### config.mk
export PLATFORM = sky130hd
export DESIGN_NAME = vidpi_device_flat
export DESIGN_NICKNAME = d
export VERILOG_FILES = /design/src/vidpi_pkg.sv /design/src/vidpi_if.sv /design/src/vidpi_device.sv /design/src/flat_wrapper.sv
export SDC_FILE = /design/constraint.sdc
export NUM_CORES = 1
export LEC_CHECK = 0
export BUFFER_PORTS_ARGS = -buffer_cell sky130_fd_sc_hd__buf_4
export CAP_MARGIN = 20
export CORE_MARGIN = 2
export CORE_UTILIZATION = 46
export DETAILED_ROUTE_END_ITERATION = 8
export GPL_TIMING_DRIVEN = 0
export PLACE_DENSITY = 0.72
export SKIP_CTS_REPAIR_TIMING = 1
export SLEW_MARGIN = 20
export SYNTH_ARGS = -nofsm -noshare
export SYNTH_HDL_FRONTEND = slang
export SYNTH_SLANG_ARGS = --single-unit
### constraint.sdc
create_clock -name clock -period 2.5 [get_ports clock]
set_input_delay 0.25 -clock clock [delete_from_list [all_inputs] [get_ports clock]]
set_output_delay 0.25 -clock clock [all_outputs]
set_load 0.05 [all_outputs]
### src/vidpi_pkg.sv
// Package for the parallel voltage code input, both ends.
// Assumes one 20 MHz system clock at each end and a shared pin bundle.
package vidpi_pkg;
    localparam int unsigned CLK_HZ        = 20_000_000;
    localparam int unsigned POLL_US       = 400;
    localparam int unsigned CALC_MIN_US   = 35;
    localparam int unsigned HOLD_MIN_US   = 70;
    localparam int unsigned PHASE_US      = 125;
    localparam int unsigned POLL_CYC      = POLL_US * (CLK_HZ / 1_000_000);
    localparam int unsigned CALC_CYC      = CALC_MIN_US * (CLK_HZ / 1_000_000);
    localparam int unsigned PHASE_CYC     = PHASE_US * (CLK_HZ / 1_000_000);
    localparam int unsigned CODE_W        = 6;
    // One confirming poll puts acceptance 400-800 us after a code change
    localparam int unsigned STABLE_POLLS  = 1;
    localparam logic [3:0]  LINES_IDLE    = 4'h8;
    localparam logic [7:0]  SLEW_DEFAULT  = 8'h10;
    localparam logic [5:0]  CODE_MAX      = 6'h3F;
    localparam logic [5:0]  CODE_MIN      = 6'h00;
    typedef enum logic [1:0] {VIDPI_MODE_4BIT, VIDPI_MODE_6BIT,
                              VIDPI_MODE_SERIAL} vidpi_mode_e;
endpackage

### src/vidpi_if.sv
// Pin bundle between host code driver and controller code input.
// Assumes host drives all four lines; device only reads them.
`timescale 1ns/1ps
interface vidpi_if;
    logic voltage_code_line_a;
    logic voltage_code_line_b;
    logic voltage_code_line_c;
    logic voltage_code_select;
    modport host   (output voltage_code_line_a, voltage_code_line_b,
                    voltage_code_line_c, voltage_code_select);
    modport device (input  voltage_code_line_a, voltage_code_line_b,
                    voltage_code_line_c, voltage_code_select);
endinterface

### src/vidpi_device.sv
// Controller end: turns the four code lines into a slewing setpoint.
// Assumes lines are asynchronous to clock; config held steady by user.
`timescale 1ns/1ps
module vidpi_device
    import vidpi_pkg::*;
(
    input  wire logic                clock,
    input  wire logic                sys_rst,
    vidpi_if.device                  pins,
    input  wire vidpi_mode_e         voltage_code_config_cmd,
    input  wire logic [CODE_W-1:0]   cfg_upper_code,
    input  wire logic [CODE_W-1:0]   cfg_lower_code,
    input  wire logic [CODE_W-1:0]   cfg_start_code,
    input  wire logic [7:0]          output_slew_rate_setting,
    output logic [CODE_W-1:0]        voltage_id_code,
    output logic [CODE_W-1:0]        setpoint_target,
    output logic [CODE_W-1:0]        setpoint_now,
    output logic                     setpoint_slewing
);
    function automatic logic [CODE_W-1:0] clamp_code
        (input logic [CODE_W-1:0] c, input logic [CODE_W-1:0] lo,
         input logic [CODE_W-1:0] hi);
        if (c > hi)
            return hi;
        else if (c < lo)
            return lo;
        else
            return c;
    endfunction

    logic [3:0] meta_q, sync_q, prev_q;
    always_ff @(posedge clock)
    begin
        meta_q <= {pins.voltage_code_select, pins.voltage_code_line_c,
                   pins.voltage_code_line_b, pins.voltage_code_line_a};
        sync_q <= meta_q;
        prev_q <= sync_q;
    end

    wire sel_fall = prev_q[3] & ~sync_q[3];
    wire sel_rise = ~prev_q[3] & sync_q[3];

    logic [18:0]       poll_cnt_q, poll_cnt_d;
    logic [3:0]        last_poll_q, last_poll_d;
    logic [1:0]        same_q, same_d;
    logic [2:0]        low_bits_q, low_bits_d;
    logic [11:0]       calc_cnt_q, calc_cnt_d;
    logic              calc_busy_q, calc_busy_d;
    logic [CODE_W-1:0] raw_q, raw_d;
    logic [CODE_W-1:0] code_q, code_d, tgt_q, tgt_d, now_q, now_d;
    logic [7:0]        slew_cnt_q, slew_cnt_d;
    logic              started_q, started_d;
    logic              slewing_q, slewing_d;

    always_comb
    begin
        poll_cnt_d  = poll_cnt_q;
        last_poll_d = last_poll_q;
        same_d      = same_q;
        low_bits_d  = low_bits_q;
        calc_cnt_d  = calc_cnt_q;
        calc_busy_d = calc_busy_q;
        raw_d       = raw_q;
        code_d      = code_q;
        tgt_d       = tgt_q;
        now_d       = now_q;
        slew_cnt_d  = slew_cnt_q;
        started_d   = 1'b1;
        slewing_d   = (now_q != tgt_q);
        if (!started_q)
        begin
            code_d = clamp_code(cfg_start_code, cfg_lower_code,
                                cfg_upper_code);
            tgt_d  = code_d;
            now_d  = code_d;
        end
        else
        begin
            unique case (voltage_code_config_cmd)
                VIDPI_MODE_4BIT:
                begin
                    if (poll_cnt_q == 19'(POLL_CYC - 1))
                    begin
                        poll_cnt_d  = '0;
                        last_poll_d = sync_q;
                        if (sync_q != last_poll_q)
                            same_d = '0;
                        else if (same_q != 2'(STABLE_POLLS))
                        begin
                            same_d = same_q + 2'h1;
                            if (same_q == 2'(STABLE_POLLS - 1))
                            begin
                                code_d = {2'h0, sync_q};
                                tgt_d  = clamp_code({2'h0, sync_q},
                                         cfg_lower_code,
                                         cfg_upper_code);
                            end
                        end
                    end
                    else
                        poll_cnt_d = poll_cnt_q + 19'h1;
                end
                VIDPI_MODE_6BIT:
                begin
                    if (sel_fall)
                        low_bits_d = sync_q[2:0];
                    if (sel_rise)
                    begin
                        raw_d       = {sync_q[2:0], low_bits_q};
                        calc_busy_d = 1'b1;
                        calc_cnt_d  = '0;
                    end
                    else if (calc_busy_q)
                    begin
                        calc_cnt_d = calc_cnt_q + 12'h1;
                        if (calc_cnt_q == 12'(CALC_CYC - 1))
                        begin
                            calc_busy_d = 1'b0;
                            code_d      = raw_q;
                            tgt_d       = clamp_code(raw_q, cfg_lower_code,
                                                     cfg_upper_code);
                        end
                    end
                end
                default:
                begin
                    poll_cnt_d = '0;
                end
            endcase
            // One step per slew period so the output ramps
            if (now_q != tgt_q)
            begin
                if (slew_cnt_q >= output_slew_rate_setting)
                begin
                    slew_cnt_d = '0;
                    now_d = (now_q < tgt_q) ? now_q + 6'h1
                                            : now_q - 6'h1;
                end
                else
                    slew_cnt_d = slew_cnt_q + 8'h1;
            end
            else
                slew_cnt_d = '0;
        end
    end

    always_ff @(posedge clock)
    begin
        if (sys_rst)
        begin
            poll_cnt_q  <= '0;
            last_poll_q <= '0;
            same_q      <= '0;
            low_bits_q  <= '0;
            calc_cnt_q  <= '0;
            calc_busy_q <= 1'b0;
            raw_q       <= '0;
            code_q      <= '0;
            tgt_q       <= '0;
            now_q       <= '0;
            slew_cnt_q  <= '0;
            started_q   <= 1'b0;
            slewing_q   <= 1'b0;
        end
        else
        begin
            poll_cnt_q  <= poll_cnt_d;
            last_poll_q <= last_poll_d;
            same_q      <= same_d;
            low_bits_q  <= low_bits_d;
            calc_cnt_q  <= calc_cnt_d;
            calc_busy_q <= calc_busy_d;
            raw_q       <= raw_d;
            code_q      <= code_d;
            tgt_q       <= tgt_d;
            now_q       <= now_d;
            slew_cnt_q  <= slew_cnt_d;
            started_q   <= started_d;
            slewing_q   <= slewing_d;
        end
    end

    assign voltage_id_code  = code_q;
    assign setpoint_target  = tgt_q;
    assign setpoint_now     = now_q;
    assign setpoint_slewing = slewing_q;
endmodule // vidpi_device

### src/flat_wrapper.sv
// flat-port wrapper written by rule: the top's interface ports become plain ports
module vidpi_device_flat import vidpi_pkg::*;
  (clock, sys_rst, voltage_code_config_cmd, cfg_upper_code, cfg_lower_code, cfg_start_code, output_slew_rate_setting, voltage_id_code, setpoint_target, setpoint_now, setpoint_slewing, pins_voltage_code_line_a, pins_voltage_code_line_b, pins_voltage_code_line_c, pins_voltage_code_select);
  vidpi_if pins_i ();
  input  wire logic clock;
  input  wire logic sys_rst;
  input  wire vidpi_mode_e voltage_code_config_cmd;
  input  wire logic [CODE_W-1:0] cfg_upper_code;
  input  wire logic [CODE_W-1:0] cfg_lower_code;
  input  wire logic [CODE_W-1:0] cfg_start_code;
  input  wire logic [7:0] output_slew_rate_setting;
  output logic [CODE_W-1:0] voltage_id_code;
  output logic [CODE_W-1:0] setpoint_target;
  output logic [CODE_W-1:0] setpoint_now;
  output logic setpoint_slewing;
  input wire logic [$bits(pins_i.voltage_code_line_a)-1:0] pins_voltage_code_line_a;
  input wire logic [$bits(pins_i.voltage_code_line_b)-1:0] pins_voltage_code_line_b;
  input wire logic [$bits(pins_i.voltage_code_line_c)-1:0] pins_voltage_code_line_c;
  input wire logic [$bits(pins_i.voltage_code_select)-1:0] pins_voltage_code_select;
  assign pins_i.voltage_code_line_a = pins_voltage_code_line_a;
  assign pins_i.voltage_code_line_b = pins_voltage_code_line_b;
  assign pins_i.voltage_code_line_c = pins_voltage_code_line_c;
  assign pins_i.voltage_code_select = pins_voltage_code_select;
  vidpi_device u_core (.clock(clock), .sys_rst(sys_rst), .pins(pins_i), .voltage_code_config_cmd(voltage_code_config_cmd), .cfg_upper_code(cfg_upper_code), .cfg_lower_code(cfg_lower_code), .cfg_start_code(cfg_start_code), .output_slew_rate_setting(output_slew_rate_setting), .voltage_id_code(voltage_id_code), .setpoint_target(setpoint_target), .setpoint_now(setpoint_now), .setpoint_slewing(setpoint_slewing));
endmodule
==> results.toml <==
[sta]
hold_viol = 0
clock_skew_ps = 15.3
period_share_pct = 110
final_max_slew_viol_count = 0
setup_ws_ps = -251
period_needed_ps = 2750
grt_setup_unrepaired = "yes"
final-setup-viol-count = 1
maxSlewHeadroom_pct = 53.5
tightestPinTransition_ps = 688
totalNegativeSetupSlack_ps = -251
max_freq_ghz = 0.363

[hold_path]
hold_class = "primary input to flop"

[synth]
synth.distinct_cells = 60
synth_cells = 595
avgSynthCellArea_sq_um = 8.52
yosys.area.top_type = "dfxtp_1"
ys_warn_count = 0
netlist_area_sq_mm = 0.00507
synth-seq-cells = 84
async_flop_share_pct = 0
synth_top_area_share_pct = 33.2
synth_top_flop_cell = "dfxtp_1"
syn_nets = 682
synth-edff-count = 0
seq_area_frac_synth_pct = 33.2
netlist_top_cells_area = "dfxtp_1 33%, ha_1 13%, nor2_1 5.0%"

[outcome]
violations = "setup timing"
outcome = "complete, but fails checks"

[power_and_ir_drop]
p_sw_share_pct = 32.2
p_leak_nw = 2.51
switchingPower_w = 0.00106
intPower_w = 0.00223
seqPwrFrac_pct = 44.0
power_density_mw_per_mm2 = 546
power.total_w = 0.00329
vdd_drop_max_mv = 0.455
clockPowerShare_pct = 30.1
combPwrFrac_pct = 25.9

[clock_network]
cts-buffers-inserted = 9
cts_tree = "yes"
clkSinkCount = 84
ctsLongestPathBuffers = 2
clkLatencyLatePin_ps = 360
cts_root_buffer = "clkbuf_8"
htreeDepth = 3
clk_pin_slew_ps = 90

[critical_path]
cp_slowest_stage_delay_ps = 380
critPathMaxFanout = 5
cp.required_ps = 2760
critPathLaunchType = "flop"
end_kind = "flop"
crit_chain = "inv_4 > ha_4 > a21oi_2 > nand2_1 > a211o_4 > ha_4 > a211oi_2 > o21bai_1 > a21oi_1 > xor3_1 > nand2b_4 > a311oi_2"
cp.arrival_ps = 3010
r2r_setup_slack_ps = -250
path_class = "flop to flop"
crit_top_cell = "ha_4"
crit_slowest_cell = "dfxtp_4"

[die]
start_util_pct = 47.0
die_h_um = 109
fp.dieW_um = 109
io_pins = 53
core_area_sq_mm = 0.0108
die_area_sq_mm = 0.0119
row_count = 38

[grt]
grt_pass1_vias = 4506
grt_pass1_wl_um = 21300
grt_max_degree = 16
antenna_found_initial = 0
grt_usage_pct = 22.6
grt_overflow = 0

[placed_design]
dp_hpwl_um = 9690
globalplace.congestion = 0.850
dp.cells = 786
postPlaceCellArea_sq_mm = 0.00572
port_buffers = 51

[detailed_routing]
drc = 0
drtIter0Drc = 256
antenna_left = 0
viasPerCell = 5.71
first_pass_iters = 5
wire_per_inst_um = 15.7
vias = 4607
wl_um = 12700

[job]
max-cap-violations = 0

[final_layout]
area.growth.synth_to_final_pct = 18.9
final_nets = 749
fin_cells = 807
multiInputGateArea_sq_mm = 0.00328
fin_area_sq_mm = 0.00603
final_util_pct = 55.8
regArea_sq_mm = 0.00172
final_layout_size_suffix_gt1_share_pct = 18.6
fillCellCount = 980
n_antenna_cell = 0
metal layers:
metal  routed length [um]  GRT usage [%]  up-vias
met5                    0              0        -
met4                  237           7.60        0
met3                  588           4.48       22
li1                     -              -     2276
met2                 6220           38.9      118
met1                 5650           28.2     2191
power groups by stage:
stage	Combinational (W)	Sequential [W]	Clock, W
floorplan	0.000475	0.00156	0
global placement	0.000769	0.00147	0
finish	0.000854	0.00145	0.000990
CTS	0.000798	0.00145	0.00101
detailed placement	0.000791	0.00148	0
global route	0.000940	0.00146	0.00107
metrics by stage:
step	hold WS, ps	worst slack [ps]
after floorplan	278	-59.6
after global routing	223	-357
final	228	-251
after CTS	-25.5	-196
after global placement	312	-124
after detailed placement	317	-164
cell usage after synthesis, drive strengths merged (3+ instances only):
library cell,number
a211o,5
a21o,8
a21oi,47
a22o,3
a22oi,3
a31oi,10
a32o,4
a41oi,6
and2,4
and3,9
buf,6
clkbuf,10
dfxtp,84
ha,52
inv,39
mux2,11
mux2i,10
nand2,35
nand2b,10
nand3,22
nand4,10
nor2,67
nor2b,5
nor3,8
nor4,5
nor4b,4
o21a,6
o21ai,42
or3,9
xnor2,17
xor2,15
final timing paths:
path	startpoint	to	depth (start not counted)
worst min-delay path	cfg_lower_code[4]	u_core.setpoint_target[4]	3
worst min register to register	u_core.meta_q[2]	u_core.sync_q[2]	0
worst max register to register	u_core.setpoint_target[4]	u_core.setpoint_now[5]	12
worst max-delay path	u_core.setpoint_target[4]	u_core.setpoint_now[5]	12
registers in the layout (all words and copies together) (netlist names), 3 cells and up:
signal	cells
u_core.calc_cnt_q	12
u_core.last_poll_q	4
u_core.low_bits_q	3
u_core.meta_q	4
u_core.poll_cnt_q	19
u_core.raw_q	6
u_core.setpoint_now	6
u_core.setpoint_target	6
u_core.slew_cnt_q	8
u_core.sync_q	4
u_core.voltage_id_code	6
critical path, delay by kind of cell, from the launching register on:
family	cells	cell delay [ps]
simple gates	2	230
xor+xnor	1	270
flops	1	380
fa+ha+maj	2	440
compound gates	6	1290
buf+inv	1	40
logic make-up (layout without fill, tap and decap cells):
group / count (synthesis) / count (layout) / share of synthesized area, %
buf+inv: 55 / 127 / 4.32
simple gates: 198 / 198 / 20.1
flops: 84 / 84 / 33.2
fa+ha+maj: 53 / 53 / 13.2
mux: 21 / 21 / 4.42
compound gates: 151 / 151 / 18.8
xor+xnor: 33 / 33 / 6.00
layout make-up:
type	instances	share of cell area [%]
repair buffers	56	7.14
clock buffers	9	2.06
clock inverters	7	1.22
multi-input cells	456	54.4
flip-flops and latches	84	28.6
inverters	39	2.47
well taps	140	2.91
plain buffers	16	1.20
cell usage in the layout, fill, tap and decap left out, types with 10 or more instances in the layout:
cell type	Yosys	routed
xnor2_1	17	17
dfxtp_4	0	10
inv_1	39	37
nor2_1	67	67
a31oi_1	10	10
clkbuf_1	10	10
nand3_1	21	21
mux2i_1	10	10
dfxtp_1	84	72
mux2_2	11	11
xor2_1	15	15
o21ai_0	41	40
ha_1	52	47
nand4_1	10	10
buf_4	2	54
nand2_1	35	35
a21oi_1	47	45
(Power assumes the default switching activity.)
